## src/hw/cfs_pkg.sv

```systemverilog
package cfs_pkg;
  // Configuration register indices
  localparam logic [7:0] CFS_IDX_LDN = 8'h07;
  localparam logic [7:0] CFS_IDX_CFG_LO = 8'h26;
  localparam logic [7:0] CFS_IDX_CFG_HI = 8'h27;
  localparam logic [7:0] CFS_IDX_RSVD28 = 8'h28;
  localparam logic [7:0] CFS_IDX_TEST_SPLIT = 8'h29;
  localparam logic [7:0] CFS_IDX_LDEV_FIRST = 8'h30;
  localparam logic [7:0] CFS_IDX_ACT = 8'h30;
  localparam logic [7:0] CFS_IDX_BASE1_HI = 8'h60;
  localparam logic [7:0] CFS_IDX_BASE1_LO = 8'h61;
  localparam logic [7:0] CFS_IDX_BASE2_HI = 8'h62;
  localparam logic [7:0] CFS_IDX_BASE2_LO = 8'h63;
  // Plain read/write test registers
  localparam int CFS_NUM_TEST = 8;
  localparam logic [7:0] CFS_TEST_IDX [CFS_NUM_TEST] = '{
    8'h19, 8'h25, 8'h2A, 8'h2B, 8'h2C, 8'h2D, 8'h2E, 8'h2F};
  localparam logic [7:0] CFS_SPLIT_STBY_MASK = 8'h81;
  localparam logic [7:0] CFS_SPLIT_TEST_MASK = 8'h7E;
  // Reset values, data port offset and activation bit position
  localparam logic [7:0] CFS_ZERO8 = 8'h00;
  localparam logic [15:0] CFS_ZERO16 = 16'h0000;
  localparam logic [7:0] CFS_ONES8 = 8'hFF;
  localparam logic [15:0] CFS_CFG_DEF_A = 16'h002E;
  localparam logic [15:0] CFS_CFG_DEF_B = 16'h004E;
  localparam logic [15:0] CFS_DATA_PORT_OFS = 16'h0001;
  localparam int CFS_ACT_BIT = 0;
  // Logical device banks and permitted base window
  localparam int CFS_NUM_LDEV = 8;
  localparam logic [15:0] CFS_BASE_MIN = 16'h0100;
  localparam logic [15:0] CFS_BASE_MAX = 16'h0FF8;
  localparam logic [15:0] CFS_BASE_ALIGN = 16'h0007;
  localparam logic [15:0] CFS_BASE_SPAN = 16'h0007;
  localparam logic [7:0] CFS_TWO_BASE_DEF = 8'h10;
  // Host command register offsets
  localparam logic [3:0] CFS_H_ADDR = 4'h0;
  localparam logic [3:0] CFS_H_WRITE = 4'h1;
  localparam logic [3:0] CFS_H_READ = 4'h2;
  localparam logic [3:0] CFS_H_STATUS = 4'h3;
  localparam logic [3:0] CFS_H_RDATA = 4'h4;
  localparam logic [3:0] CFS_H_RELOC = 4'h5;
  localparam logic [3:0] CFS_H_CFGBASE = 4'h6;
  localparam int CFS_ST_BUSY = 0;
  localparam int CFS_ST_NORESP = 1;
  localparam int CFS_ST_REFUSED = 2;
  localparam logic [1:0] CFS_RELOC_LAST = 2'h3;

  typedef enum logic [1:0] {
    CFS_HS_IDLE,
    CFS_HS_RWAIT,
    CFS_HS_RELOC
  } cfs_hstate_t;
endpackage

```

## src/hw/cfs_link_if.sv

```systemverilog
interface cfs_link_if;
  logic [15:0] io_addr;
  logic [7:0] io_wdata;
  logic io_wr;
  logic io_rd;
  logic [7:0] io_rdata;
  logic io_rvalid;

  modport dev (
    input io_addr, io_wdata, io_wr, io_rd,
    output io_rdata, io_rvalid
  );
  modport host (
    output io_addr, io_wdata, io_wr, io_rd,
    input io_rdata, io_rvalid
  );
endinterface

```

## src/hw/cfs_ldev_bank.sv

```systemverilog
module cfs_ldev_bank
  import cfs_pkg::*;
#(
  parameter bit TWO_BASES = 1'b0
) (
  input wire logic core_clk_i,
  input wire logic rst_i,
  input wire logic clr_i,
  input wire logic wr_i,
  input wire logic [7:0] idx_i,
  input wire logic [7:0] wdata_i,
  input wire logic pwr_set_i,
  input wire logic pwr_clr_i,
  output logic active_o,
  output logic [15:0] base1_o,
  output logic [15:0] base2_o,
  output logic [7:0] rdata_o
);
  logic act_r, act_nxt;
  logic [15:0] base1_r, base1_nxt;
  logic [15:0] base2_r, base2_nxt;

  // Next state of this bank's activation and base registers
  always_comb begin
    act_nxt = act_r;
    base1_nxt = base1_r;
    base2_nxt = base2_r;
    if (clr_i) begin
      act_nxt = 1'b0;
      base1_nxt = CFS_ZERO16;
      base2_nxt = CFS_ZERO16;
    end else begin
      if (wr_i) begin
        if (idx_i == CFS_IDX_ACT) begin
          act_nxt = wdata_i[CFS_ACT_BIT];
        end else if (idx_i == CFS_IDX_BASE1_HI) begin
          base1_nxt[15:8] = wdata_i;
        end else if (idx_i == CFS_IDX_BASE1_LO) begin
          base1_nxt[7:0] = wdata_i;
        end else if (TWO_BASES && idx_i == CFS_IDX_BASE2_HI) begin
          base2_nxt[15:8] = wdata_i;
        end else if (TWO_BASES && idx_i == CFS_IDX_BASE2_LO) begin
          base2_nxt[7:0] = wdata_i;
        end
      end
      // One shared bit: power control and activation mirror each other
      if (pwr_set_i) begin
        act_nxt = 1'b1;
      end else if (pwr_clr_i) begin
        act_nxt = 1'b0;
      end
    end
  end

  // Bank registers
  always_ff @(posedge core_clk_i or posedge rst_i) begin
    if (rst_i) begin
      act_r <= 1'b0;
      base1_r <= CFS_ZERO16;
      base2_r <= CFS_ZERO16;
    end else begin
      act_r <= act_nxt;
      base1_r <= base1_nxt;
      base2_r <= base2_nxt;
    end
  end

  // Read view; reserved and unused indices read zero
  always_comb begin
    rdata_o = CFS_ZERO8;
    if (idx_i == CFS_IDX_ACT) begin
      rdata_o[CFS_ACT_BIT] = act_r;
    end else if (idx_i == CFS_IDX_BASE1_HI) begin
      rdata_o = base1_r[15:8];
    end else if (idx_i == CFS_IDX_BASE1_LO) begin
      rdata_o = base1_r[7:0];
    end else if (TWO_BASES && idx_i == CFS_IDX_BASE2_HI) begin
      rdata_o = base2_r[15:8];
    end else if (TWO_BASES && idx_i == CFS_IDX_BASE2_LO) begin
      rdata_o = base2_r[7:0];
    end
  end

  assign active_o = act_r;
  assign base1_o = base1_r;
  assign base2_o = base2_r;
endmodule

```

## src/hw/cfs_cfg_device.sv

```systemverilog
// The address-and-strobe port is this design's own decision.
module cfs_cfg_device
  import cfs_pkg::*;
#(
  parameter logic [7:0] TWO_BASE_MASK = CFS_TWO_BASE_DEF
) (
  input wire logic core_clk_i,
  input wire logic rst_i,
  cfs_link_if.dev link,
  input wire logic strap_sel_i,
  input wire logic cfg_state_i,
  input wire logic standby_por_i,
  input wire logic pci_reset_i,
  input wire logic soft_reset_i,
  input wire logic test_power_on_clear_i,
  input wire logic [7:0] pwr_set_i,
  input wire logic [7:0] pwr_clr_i,
  output logic [7:0] unit_active_o,
  output logic [7:0] dev_hit_o,
  output logic [15:0] cfg_base_o
);
  // Base must sit inside the window and on an eight byte boundary
  function automatic logic base_ok(input logic [15:0] b);
    base_ok = (b >= CFS_BASE_MIN) && (b <= CFS_BASE_MAX) && ((b & CFS_BASE_ALIGN) == CFS_ZERO16);
  endfunction

  // Address falls inside the register span of a base
  function automatic logic in_span(input logic [15:0] a, input logic [15:0] b);
    in_span = (a >= b) && (a <= b + CFS_BASE_SPAN);
  endfunction

  logic [7:0] index_r, index_nxt;
  logic [7:0] ldn_r, ldn_nxt;
  logic [15:0] cfg_addr_r, cfg_addr_nxt;
  logic [7:0] cfg_lo_pend_r, cfg_lo_pend_nxt;
  logic strap_load_r, strap_load_nxt;
  logic [7:0] test_r [CFS_NUM_TEST];
  logic [7:0] test_nxt [CFS_NUM_TEST];
  logic [7:0] split_r, split_nxt;
  logic [7:0] rdata_r, rdata_nxt;
  logic rvalid_r, rvalid_nxt;
  logic [7:0] hit_r, hit_nxt;
  logic idx_sel, dat_sel, dat_wr, bank_clr;
  logic [7:0] glob_rdata;
  logic [7:0] bank_act;
  logic [15:0] bank_base1 [CFS_NUM_LDEV];
  logic [15:0] bank_base2 [CFS_NUM_LDEV];
  logic [7:0] bank_rdata [CFS_NUM_LDEV];

  // Port decode, live only in the configuration state
  always_comb begin
    idx_sel = cfg_state_i && (link.io_addr == cfg_addr_r);
    dat_sel = cfg_state_i && (link.io_addr == (cfg_addr_r + CFS_DATA_PORT_OFS));
    dat_wr = dat_sel && link.io_wr;
    bank_clr = standby_por_i || pci_reset_i || soft_reset_i;
  end

  // Eight independent banks; only the selected one sees data writes
  for (genvar g = 0; g < CFS_NUM_LDEV; g++) begin : g_bank
    cfs_ldev_bank #(
      .TWO_BASES(TWO_BASE_MASK[g])
    ) u_bank (
      .core_clk_i(core_clk_i),
      .rst_i(rst_i),
      .clr_i(bank_clr),
      .wr_i(dat_wr && (ldn_r == 8'(g)) && (index_r >= CFS_IDX_LDEV_FIRST)),
      .idx_i(index_r),
      .wdata_i(link.io_wdata),
      .pwr_set_i(pwr_set_i[g]),
      .pwr_clr_i(pwr_clr_i[g]),
      .active_o(bank_act[g]),
      .base1_o(bank_base1[g]),
      .base2_o(bank_base2[g]),
      .rdata_o(bank_rdata[g])
    );
  end

  // Global register read view
  always_comb begin
    glob_rdata = CFS_ZERO8;
    if (index_r == CFS_IDX_LDN) begin
      glob_rdata = ldn_r;
    end else if (index_r == CFS_IDX_CFG_LO) begin
      glob_rdata = cfg_addr_r[7:0];
    end else if (index_r == CFS_IDX_CFG_HI) begin
      glob_rdata = cfg_addr_r[15:8];
    end else if (index_r == CFS_IDX_TEST_SPLIT) begin
      glob_rdata = split_r;
    end
    for (int k = 0; k < CFS_NUM_TEST; k++) begin
      if (index_r == CFS_TEST_IDX[k]) begin
        glob_rdata = test_r[k];
      end
    end
  end

  // Index, bank select and configuration port address
  always_comb begin
    index_nxt = index_r;
    ldn_nxt = ldn_r;
    cfg_addr_nxt = cfg_addr_r;
    cfg_lo_pend_nxt = cfg_lo_pend_r;
    strap_load_nxt = 1'b0;
    if (idx_sel && link.io_wr) begin
      index_nxt = link.io_wdata;
    end
    if (dat_wr && index_r == CFS_IDX_LDN) begin
      ldn_nxt = link.io_wdata;
    end
    if (dat_wr && index_r == CFS_IDX_CFG_LO) begin
      cfg_lo_pend_nxt = link.io_wdata;
    end
    if (dat_wr && index_r == CFS_IDX_CFG_HI) begin
      cfg_addr_nxt = {link.io_wdata, cfg_lo_pend_r[7:1], 1'b0};
    end
    if (bank_clr) begin
      ldn_nxt = CFS_ZERO8;
    end
    // Soft and standby resets leave the port where it is
    if (strap_load_r || pci_reset_i) begin
      cfg_addr_nxt = strap_sel_i ? CFS_CFG_DEF_B : CFS_CFG_DEF_A;
      cfg_lo_pend_nxt = CFS_ZERO8;
    end
  end

  // Test registers; writes land, power-on events clear
  always_comb begin
    for (int k = 0; k < CFS_NUM_TEST; k++) begin
      test_nxt[k] = test_r[k];
      if (dat_wr && index_r == CFS_TEST_IDX[k]) begin
        test_nxt[k] = link.io_wdata;
      end
      if (standby_por_i) begin
        test_nxt[k] = CFS_ZERO8;
      end
    end
    split_nxt = split_r;
    if (dat_wr && index_r == CFS_IDX_TEST_SPLIT) begin
      split_nxt = link.io_wdata;
    end
    if (standby_por_i) begin
      split_nxt = split_nxt & ~CFS_SPLIT_STBY_MASK;
    end
    if (test_power_on_clear_i) begin
      split_nxt = split_nxt & ~CFS_SPLIT_TEST_MASK;
    end
  end

  // Read answer one cycle after the strobe, and device window hits
  always_comb begin
    rdata_nxt = rdata_r;
    rvalid_nxt = 1'b0;
    if (link.io_rd && idx_sel) begin
      rdata_nxt = index_r;
      rvalid_nxt = 1'b1;
    end else if (link.io_rd && dat_sel) begin
      rdata_nxt = (index_r >= CFS_IDX_LDEV_FIRST) ? bank_rdata[ldn_r[2:0]] : glob_rdata;
      rvalid_nxt = 1'b1;
    end
    for (int d = 0; d < CFS_NUM_LDEV; d++) begin
      hit_nxt[d] = (link.io_rd || link.io_wr) && bank_act[d] && (
        (base_ok(bank_base1[d]) && in_span(link.io_addr, bank_base1[d])) ||
        (TWO_BASE_MASK[d] && base_ok(bank_base2[d]) && in_span(link.io_addr, bank_base2[d])));
    end
  end

  // Register stage for all device state outside the banks
  always_ff @(posedge core_clk_i or posedge rst_i) begin
    if (rst_i) begin
      index_r <= CFS_ZERO8;
      ldn_r <= CFS_ZERO8;
      cfg_addr_r <= CFS_CFG_DEF_A;
      cfg_lo_pend_r <= CFS_ZERO8;
      strap_load_r <= 1'b1;
      for (int k = 0; k < CFS_NUM_TEST; k++) begin
        test_r[k] <= CFS_ZERO8;
      end
      split_r <= CFS_ZERO8;
      rdata_r <= CFS_ZERO8;
      rvalid_r <= 1'b0;
      hit_r <= CFS_ZERO8;
      unit_active_o <= CFS_ZERO8;
      cfg_base_o <= CFS_CFG_DEF_A;
    end else begin
      index_r <= index_nxt;
      ldn_r <= ldn_nxt;
      cfg_addr_r <= cfg_addr_nxt;
      cfg_lo_pend_r <= cfg_lo_pend_nxt;
      strap_load_r <= strap_load_nxt;
      test_r <= test_nxt;
      split_r <= split_nxt;
      rdata_r <= rdata_nxt;
      rvalid_r <= rvalid_nxt;
      hit_r <= hit_nxt;
      unit_active_o <= bank_act;
      cfg_base_o <= cfg_addr_nxt;
    end
  end

  assign dev_hit_o = hit_r;
  assign link.io_rdata = rdata_r;
  assign link.io_rvalid = rvalid_r;
endmodule

```

## src/flat_wrapper.sv

```systemverilog
// flat-port wrapper written by rule: the top's interface ports become plain ports
module cfs_cfg_device_flat import cfs_pkg::*;
#(
  parameter logic [7:0] TWO_BASE_MASK = CFS_TWO_BASE_DEF
)
  (core_clk_i, rst_i, strap_sel_i, cfg_state_i, standby_por_i, pci_reset_i, soft_reset_i, test_power_on_clear_i, pwr_set_i, pwr_clr_i, unit_active_o, dev_hit_o, cfg_base_o, link_io_addr, link_io_wdata, link_io_wr, link_io_rd, link_io_rdata, link_io_rvalid);
  cfs_link_if link_i ();
  input wire logic core_clk_i;
  input wire logic rst_i;
  input wire logic strap_sel_i;
  input wire logic cfg_state_i;
  input wire logic standby_por_i;
  input wire logic pci_reset_i;
  input wire logic soft_reset_i;
  input wire logic test_power_on_clear_i;
  input wire logic [7:0] pwr_set_i;
  input wire logic [7:0] pwr_clr_i;
  output logic [7:0] unit_active_o;
  output logic [7:0] dev_hit_o;
  output logic [15:0] cfg_base_o;
  input wire logic [$bits(link_i.io_addr)-1:0] link_io_addr;
  input wire logic [$bits(link_i.io_wdata)-1:0] link_io_wdata;
  input wire logic [$bits(link_i.io_wr)-1:0] link_io_wr;
  input wire logic [$bits(link_i.io_rd)-1:0] link_io_rd;
  output wire logic [$bits(link_i.io_rdata)-1:0] link_io_rdata;
  output wire logic [$bits(link_i.io_rvalid)-1:0] link_io_rvalid;
  assign link_i.io_addr = link_io_addr;
  assign link_i.io_wdata = link_io_wdata;
  assign link_i.io_wr = link_io_wr;
  assign link_i.io_rd = link_io_rd;
  assign link_io_rdata = link_i.io_rdata;
  assign link_io_rvalid = link_i.io_rvalid;
  cfs_cfg_device #(.TWO_BASE_MASK(TWO_BASE_MASK)) u_core (.core_clk_i(core_clk_i), .rst_i(rst_i), .link(link_i), .strap_sel_i(strap_sel_i), .cfg_state_i(cfg_state_i), .standby_por_i(standby_por_i), .pci_reset_i(pci_reset_i), .soft_reset_i(soft_reset_i), .test_power_on_clear_i(test_power_on_clear_i), .pwr_set_i(pwr_set_i), .pwr_clr_i(pwr_clr_i), .unit_active_o(unit_active_o), .dev_hit_o(dev_hit_o), .cfg_base_o(cfg_base_o));
endmodule
```

## config.mk

```make
export PLATFORM = sky130hd
export DESIGN_NAME = cfs_cfg_device_flat
export DESIGN_NICKNAME = d
export VERILOG_FILES = /design/src/hw/cfs_pkg.sv /design/src/hw/cfs_link_if.sv /design/src/hw/cfs_ldev_bank.sv /design/src/hw/cfs_cfg_device.sv /design/src/flat_wrapper.sv
export SDC_FILE = /design/constraint.sdc
export NUM_CORES = 1
export LEC_CHECK = 0
export ABC_CLOCK_PERIOD_IN_PS = 9710
export BUFFER_PORTS_ARGS = -buffer_cell sky130_fd_sc_hd__buf_2
export CAP_MARGIN = 5
export CELL_PAD_IN_SITES_DETAIL_PLACEMENT = 0
export CELL_PAD_IN_SITES_GLOBAL_PLACEMENT = 1
export CORE_UTILIZATION = 50
export CTS_CLUSTER_SIZE = 30
export DETAILED_ROUTE_END_ITERATION = 10
export GPL_ROUTABILITY_DRIVEN = 0
export GPL_TIMING_DRIVEN = 0
export HOLD_SLACK_MARGIN = 0.02
export PLACE_DENSITY_LB_ADDON = 0.1
export SYNTH_ARGS = -nofsm -noshare
export SYNTH_HDL_FRONTEND = slang
export SYNTH_SLANG_ARGS = --single-unit
```

## constraint.sdc

```tcl
create_clock -name core_clk_i -period 9.71 [get_ports core_clk_i]
set_clock_uncertainty 0.15 [all_clocks]
set_input_delay 0.971 -clock core_clk_i [delete_from_list [all_inputs] [get_ports core_clk_i]]
set_output_delay 0.971 -clock core_clk_i [all_outputs]
set_load 0.005 [all_outputs]
```

==> metrics.md, run 1 <==
| Metric | Value |
|---|---|
| Synthesized area per cell | `9.23 um^2` |
| Total CTS buffers | `37` |
| H-tree levels | `2` |
| CTS tree | `yes` |
| Synth area leader | `dfrtp_1` |
| Syn Std Cell Area | `0.0234 mm^2` |
| Largest net degree at the start of global routing | `101` |
| Flop pwr share | `0.396` |
| Cell mode on critical path | `buf_2` |
| Slowest CP cell | `buf_2` |
| # diodes | `0` |
| FMAX | `0.233 GHz` |
| CTS resizes | `0` |
| Post-DP HPWL | `64600 um` |
| CTS Hold Bufs | `0` |
| Tmin final | `4.28 ns` |
| Outcome | `finished, final reports clean` |
| DRC viols | `0` |
| Critical path required time | `10.04 ns` |
| Vias in the first global route | `21000` |
| Worst Hold Class | `in2async` |
| Largest stage delay, worst path | `0.76 ns` |
| Root buffer cell | `clkbuf_16` |
| Area growth, synth to finish | `11.0%` |
| Die H | `218 um` |
| Number of synthesis warnings | `0` |
| Number of flops mapped to enable cells by yosys | `0` |
| Worst setup SP type | `input port` |
| Syn Inst Count | `2538` |
| Psw | `0.837 mW` |
| Routed WL | `91200 um` |
| Routed vias/inst | `6.63` |
| Hold Violations, Final | `0` |
| Die area | `0.0477 mm^2` |
| FP Rows | `78` |
| Sw Share | `0.274` |
| Final nets | `3021` |
| Post-synthesis sequential area ratio | `0.308` |
| Leakage dissipation | `10.6 nW` |
| Synth cell count leaders | `306 x ha_1, 283 x dfrtp_1, 208 x nor2_1, 180 x nand3_1, 157 x inv_1` |
| Grt total ovfl | `0` |
| Worst-Margin Slew | `1.16 ns` |
| Clock transition at path regs | `0.06 ns` |
| Via count | `21800` |
| Worst-path cell chain | `buf_2 > xnor2_1 > nand4_1 > nor4_4 > nand4_1 > buf_2 > nor3_2 > buf_2 > nand3_1 > o31ai_1` |
| Drt first pass iters | `6` |
| Fillers | `4166` |
| PwrDens | `117 mW/mm^2` |
| Internal | `2.21 mW` |
| Yosys reg bits | `288` |
| RSZ-0062 raised after global routing | `no` |
| Crit. End Element | `flip-flop` |
| Postcts setup bufs | `0` |
| Iteration-0 DRC Markers | `2749` |
| Slew margin rel. | `0.228` |
| Tcrit/Tclk final | `0.441` |
| First-pass GRT wire length | `135000 um` |
| Post-route setup slack | `5.43 ns` |
| CTS max path bufs | `3` |
| Worst VDD drop | `0.000127 V` |
| Comb power frac | `0.104` |
| Core ar. | `0.0458 mm^2` |
| CP max FO | `19` |
| Layout cells sized above 1 | `0.100` |
| Initial Utilization | `0.512` |
| Port Buffers | `85` |
| CP Data Arrival Time | `4.61 ns` |
| CTS sink cnt | `288` |
| CP Class | `in2reg` |
| I/O pin count | `91` |
| Initial antenna violation count | `0` |
| Area share of the largest cell type after synthesis | `0.302` |
| Hold WS | `0.346 ns` |
| Die W | `218 um` |
| GRT Resource Usage Total | `0.384` |
| Most used DFF post-synth | `dfrtp_1` |
| Top delay family on crit path | `simple AND/OR/NAND/NOR gates` |
| Pins Over Slew Limit | `0` |
| Worst-skew pair later-pin latency | `0.59 ns` |
| Yosys cell types | `79` |
| Clk pwr share | `0.500` |
| Post-DRT Antenna Nets | `0` |
| Top post-synthesis cells by area | `dfrtp_1 30%, ha_1 16%, mux2i_1 6.2%` |
| Worst slack, placed | `5.03 ns` |
| Asr flop ratio synth | `1.00` |
| CP Buf/Inv Count | `3` |
| Final Setup Violations | `0` |
| DR WL/cell | `27.7 um` |
| Max_cap viols | `0` |
| Count leader, synth | `ha_1` |
[stage by stage]
step,cells,util,area [um^2],total power [mW],setup TNS [ns]
floorplan,2539,-,23400,1.40,0
global placement,3224,0.537,24600,1.53,-823.79
detailed placement,3226,0.539,24700,1.54,0
CTS,3293,0.568,26000,3.05,0
global route,3293,0.568,26000,3.13,0
finish,3293,0.568,26000,3.05,0
[sequential cells by signal, indices dropped and copies added, names as in the netlist]
name                           count
u_core.split_r                     8
u_core.index_r                     8
u_core.cfg_lo_pend_r               7
u_core.link.io_rvalid              1
u_core.unit_active_o               8
u_core.ldn_r                       8
u_core.g_bank.u_bank.base2_o      16
u_core.link.io_rdata               8
u_core.strap_load_r                1
u_core.test_r                     64
u_core.g_bank.u_bank.base1_o     128
u_core.dev_hit_o                   8
u_core.cfg_addr_r                 15
u_core.g_bank.u_bank.active_o      8
[worst reg2reg max path, stage by stage (launching register included)]
cell and delay (ns):
dfrtp_1 0.36, buf_2 0.17, nand2b_1 0.15, clkbuf_1 0.29
nor3_1 0.94, a222oi_1 0.39, nor2b_1 0.22, o311a_1 0.30
a211oi_1 0.52, o221a_2 0.30
[power by group through the flow]
stage	Sequential (mW)	Combinational, mW	Clock [mW]
3_5_place_dp	1.23	0.310	0
6_report	1.21	0.318	1.52
5_1_grt	1.21	0.347	1.58
2_1_floorplan	1.23	0.168	0
3_3_place_gp	1.23	0.297	0
4_1_cts	1.21	0.312	1.53
[area by class of cell]
class / instances / area (um^2) / area share
clock buffer: 48 / 1030 / 0.0395
multi-input combinational: 1958 / 15100 / 0.579
sequential: 288 / 7210 / 0.277
buffer: 136 / 564 / 0.0217
tap: 600 / 751 / 0.0289
clock inverter: 19 / 299 / 0.0115
inverter: 157 / 597 / 0.0230
timing repair buffer: 87 / 480 / 0.0185
[path summary, 6_finish.rpt]
path | slack, ns | depth (start not counted) | to | start
worst max-delay path | 5.43 | 10 | u_core.g_bank[6].u_bank.base1_o[7]$_DFFE_PP0P_ | link_io_addr[7]
worst min-delay path | 0.35 | 2 | u_core.link.io_rvalid$_DFF_PP0_ | rst_i
worst max register to register | 5.84 | 9 | u_core.link.io_rdata[0]$_DFFE_PP0P_ | u_core.index_r[1]$_DFFE_PP0P_
worst min register to register | 0.35 | 0 | u_core.unit_active_o[1]$_DFF_PP0_ | u_core.g_bank[1].u_bank.active_o$_DFFE_PP0P_
max in group asynchronous | 8.08 | 3 | u_core.g_bank[6].u_bank.base1_o[0]$_DFFE_PP0P_ | rst_i
min in group core_clk_i | 0.35 | 0 | u_core.unit_active_o[1]$_DFF_PP0_ | u_core.g_bank[1].u_bank.active_o$_DFFE_PP0P_
[cells in the final DEF (no fill, tap or decap), types with 16 or more instances in the layout]
| cell | synthesis | layout |
|---|---|---|
| nor2b_1 | 27 | 27 |
| mux4_2 | 22 | 22 |
| o21ai_0 | 75 | 75 |
| nor2_1 | 208 | 208 |
| or3_1 | 17 | 17 |
| xnor2_1 | 139 | 139 |
| nor3_4 | 17 | 17 |
| o31ai_1 | 127 | 127 |
| o21a_1 | 34 | 34 |
| nand3_1 | 180 | 180 |
| ha_1 | 306 | 306 |
| nand4_1 | 67 | 67 |
| dfrtp_1 | 283 | 283 |
| clkbuf_1 | 91 | 96 |
| a21oi_1 | 92 | 92 |
| a22oi_1 | 16 | 16 |
| mux2i_1 | 144 | 144 |
| nor4_1 | 37 | 36 |
| a211oi_1 | 18 | 18 |
| clkbuf_16 | 0 | 37 |
| inv_1 | 157 | 155 |
| buf_2 | 28 | 113 |
| nand2_1 | 114 | 114 |
| nor3_1 | 54 | 54 |
| a21o_1 | 46 | 46 |
[routing by layer]
layer  wire length, um  share of wire  vias up  GRT usage
li1                  -              -     9662          -
met3              8600          0.094      212     0.0544
met2             39300           0.43     1168      0.577
met5                 0              0        -          0
met4              3800          0.042        0      0.150
met1             39400           0.43    10800      0.553
[logic make-up (layout without fill, tap and decap cells)]
kind of cell    Yosys count  after routing  share of synthesized area
mux                     179            179                     0.0890
xor+xnor                139            139                     0.0520
fa+ha+maj               306            306                      0.163
flops                   288            288                      0.308
buf+inv                 293            447                     0.0493
other cells               1              2                   0.000160
compound gates          538            538                      0.159
simple gates            794            794                      0.179
(Power assumes the default switching activity.)
==> run 2: changes to the inputs <==
- ABC_CLOCK_PERIOD_IN_PS: 9710 -> 4400
- clock period: 9.71 -> 4.4 ns (I/O delays scaled with it)
==> run 2 against run 1 <==
  * Count of clock-buffer cells in the layout up 5
  * Clock power up 110%
  * Register-to-register slack worse by 5.5 ns
  * Via count up 0.88%
  * First-iteration DRC count down 0.15%
  * Cell count up 0.73%
  * Critical path depth up 1
  * Design area up 0.79%
  * Combinational power up 130%
  * Sequential power up 120%
  * Global-route usage up 0.19 points
  * Highest routed layer is now met5
==> metrics.md, run 2 (synthesis gave the netlist of run 1 again) <==
| Metric | Value |
|---|---|
| Outcome | `finished, final reports clean (unchanged)` |
| Crit. End Element | `flip-flop (unchanged)` |
| Final nets | `3044 (was 3021)` |
| Post-route setup slack | `0.315 ns (was 5.43 ns)` |
| Clock transition at path regs | `0.06 ns (about the same)` |
| Largest net degree at the start of global routing | `44 (was 101)` |
| Post-DRT Antenna Nets | `0 (unchanged)` |
| I/O pin count | `91 (unchanged)` |
| Hold Crit Start | `pci_reset_i` |
| Area growth, synth to finish | `11.9% (was 11.0%)` |
| Max reg flops | `128 (unchanged)` |
| Grt total ovfl | `0 (unchanged)` |
| PwrDens | `253 mW/mm^2 (was 117 mW/mm^2)` |
| Slew margin rel. | `0.217 (was 0.228)` |
| Commonest non-fill, non-tap cells in the layout | `306 x ha_1, 283 x dfrtp_1, 208 x nor2_1 (unchanged)` |
| Core ar. | `0.0458 mm^2 (unchanged)` |
| Tmin final | `4.09 ns` |
| Total CTS buffers | `37 (unchanged)` |
| H-tree levels | `2 (unchanged)` |
| CTS sink cnt | `288 (unchanged)` |
| Die H | `218 um (unchanged)` |
| Via count | `22000 (was 21800)` |
| Slowest CP cell | `buf_2 (unchanged)` |
| DR WL/cell | `27.5 um (was 27.7 um)` |
| CP Data Arrival Time | `4.37 ns (was 4.61 ns)` |
| Worst Hold Class | `in2reg (was in2async)` |
| Worst-path cell chain | `buf_2 > xnor2_1 > nand4_1 > nor4_4 > nand4_1 > buf_2 > clkbuf_1 > o31a_1 > o21bai_1 > a21oi_1 > dlygate4sd3_1 (was buf_2 > xnor2_1 > nand4_1 > nor4_4 > nand4_1 > buf_2 > nor3_2 > buf_2 > nand3_1 > o31ai_1)` |
| Vias in the first global route | `21200 (was 21000)` |
| CP Class | `in2reg (unchanged)` |
| Worst slack, placed | `0.291 ns (was 5.03 ns)` |
| Hold depth | `3` |
| Initial Utilization | `0.512 (unchanged)` |
| Reg-to-Reg Start | `u_core.cfg_addr_r[5]$_DFFE_PP1P_ (was u_core.index_r[1]$_DFFE_PP0P_)` |
| Post-DP HPWL | `65200 um (was 64600 um)` |
| WHS Endpoint | `u_core.cfg_addr_r[1]$_DFFE_PP1P_` |
| Critical path required time | `4.69 ns (was 10.04 ns)` |
| Tcrit/Tclk final | `0.928` |
| Postcts setup bufs | `0 (unchanged)` |
| Drt first pass iters | `6 (unchanged)` |
| R2R depth | `10 (was 9)` |
| DRC viols | `0 (unchanged)` |
| Root buffer cell | `clkbuf_16 (unchanged)` |
| CTS tree | `yes (unchanged)` |
| Most common cell after layout, fill and taps aside | `ha_1 (unchanged)` |
| Leakage dissipation | `10.7 nW (was 10.6 nW)` |
| Worst VDD drop | `0.000264 V (was 0.000127 V)` |
| Final Setup Violations | `0 (unchanged)` |
| CP max FO | `19 (unchanged)` |
| Pins Over Slew Limit | `0 (unchanged)` |
| Design Power | `6.64 mW (was 3.05 mW)` |
| Hold Violations, Final | `0 (unchanged)` |
| Reg2reg setup slack | `0.36 ns (was 5.84 ns)` |
| Layout cells sized above 1 | `0.100 (about the same)` |
| Die W | `218 um (unchanged)` |
| TNS Setup | `0 ns (unchanged)` |
| GRT Resource Usage Total | `0.386 (was 0.384)` |
| Worst setup SP type | `input port (unchanged)` |
| Port Buffers | `85 (unchanged)` |
| RR Endpoint | `u_core.g_bank[0].u_bank.active_o$_DFFE_PP0P_ (was u_core.link.io_rdata[0]$_DFFE_PP0P_)` |
| Worst-skew pair later-pin latency | `0.58 ns (was 0.59 ns)` |
| # diodes | `0 (unchanged)` |
| Routed vias/inst | `6.64 (was 6.63)` |
| Fillers | `4119 (was 4166)` |
| Initial antenna violation count | `1 (was 0)` |
| Die area | `0.0477 mm^2 (unchanged)` |
| RSZ-0062 raised after global routing | `no (unchanged)` |
| Worst-Margin Slew | `1.17 ns (was 1.16 ns)` |
| Iteration-0 DRC Markers | `2745 (was 2749)` |
| Largest stage delay, worst path | `0.72 ns (was 0.76 ns)` |
| Routed WL | `91300 um (was 91200 um)` |
| Max_cap viols | `0 (unchanged)` |
| FMAX | `0.245 GHz` |
| CTS resizes | `0 (unchanged)` |
| FP Rows | `78 (unchanged)` |
| CTS max path bufs | `3 (unchanged)` |
| First-pass GRT wire length | `136000 um (was 135000 um)` |
run 2: timing repair:
action / CTS / global route
endpoints found under the hold margin: 32 / 0
endpoints found under the setup margin: 0 / 0
hold buffers: 16 / 0
run 2: power by group:
part           internal [mW]  switching, mW  total, mW  leakage (nW)
sequential              2.66        0.00904       2.67          4.00
combinational          0.224          0.501      0.725          6.12
clock                   1.93           1.32       3.25         0.622
total                   4.81           1.83       6.64          10.7
run 2: worst max path at each step:
stage                                           startpoint                                              end  slack, ns  cells after the start
after floorplan                                      rst_i                u_core.cfg_addr_r[10]$_DFFE_PP0P_     -0.005                      1
after global placement                               rst_i                    u_core.dev_hit_o[2]$_DFF_PP0_      -1.97                      2
after detailed placement                   link_io_addr[5]  u_core.g_bank[2].u_bank.base1_o[14]$_DFFE_PP0P_       0.29                     10
after CTS                 u_core.cfg_addr_r[5]$_DFFE_PP1P_     u_core.g_bank[1].u_bank.active_o$_DFFE_PP0P_       0.47                     10
after global routing                       link_io_addr[9]     u_core.g_bank[0].u_bank.active_o$_DFFE_PP0P_       0.20                     11
final                                      link_io_addr[9]     u_core.g_bank[0].u_bank.active_o$_DFFE_PP0P_       0.31                     11
run 2: per-layer routing:
layer	share of wire	global-route usage	vias to the layer above
met4	0.046	0.177	2
met5	0.00014	0	-
met3	0.10	0.0764	238
met1	0.42	0.538	10800
li1	-	-	9706
met2	0.43	0.572	1269
run 2: layout make-up:
type                            instances  area [um^2]  area share
Tap cell                              600          751      0.0287
Multi-Input combinational cell       1958        15100       0.575
Clock inverter                         15          215     0.00821
Sequential cell                       288         7210       0.275
Buffer                                136          564      0.0215
Clock buffer                           53         1060      0.0404
Inverter                              157          593      0.0226
Timing Repair Buffer                  110          751      0.0287
run 2: per-stage QoR:
| stage | hold WS, ns | area [um^2] | utilization | cells |
|---|---|---|---|---|
| 2_1_floorplan | 0.230 | 23400 | - | 2539 |
| 3_3_place_gp | 0.326 | 24600 | 0.538 | 3224 |
| 3_5_place_dp | 0.330 | 24800 | 0.541 | 3232 |
| 4_1_cts | 0.0326 | 26200 | 0.572 | 3316 |
| 5_1_grt | 0.0418 | 26200 | 0.572 | 3317 |
| 6_report | 0.0480 | 26200 | 0.572 | 3317 |
run 2: worst max-delay path, delay by kind of cell:
kind / cells / cell delay [ns]
AOI/OAI and AO/OA: 3 / 0.59
and+or+nand+nor: 3 / 1.14
buffers and inverters: 4 / 1.96
xor gates and xnor gates: 1 / 0.20
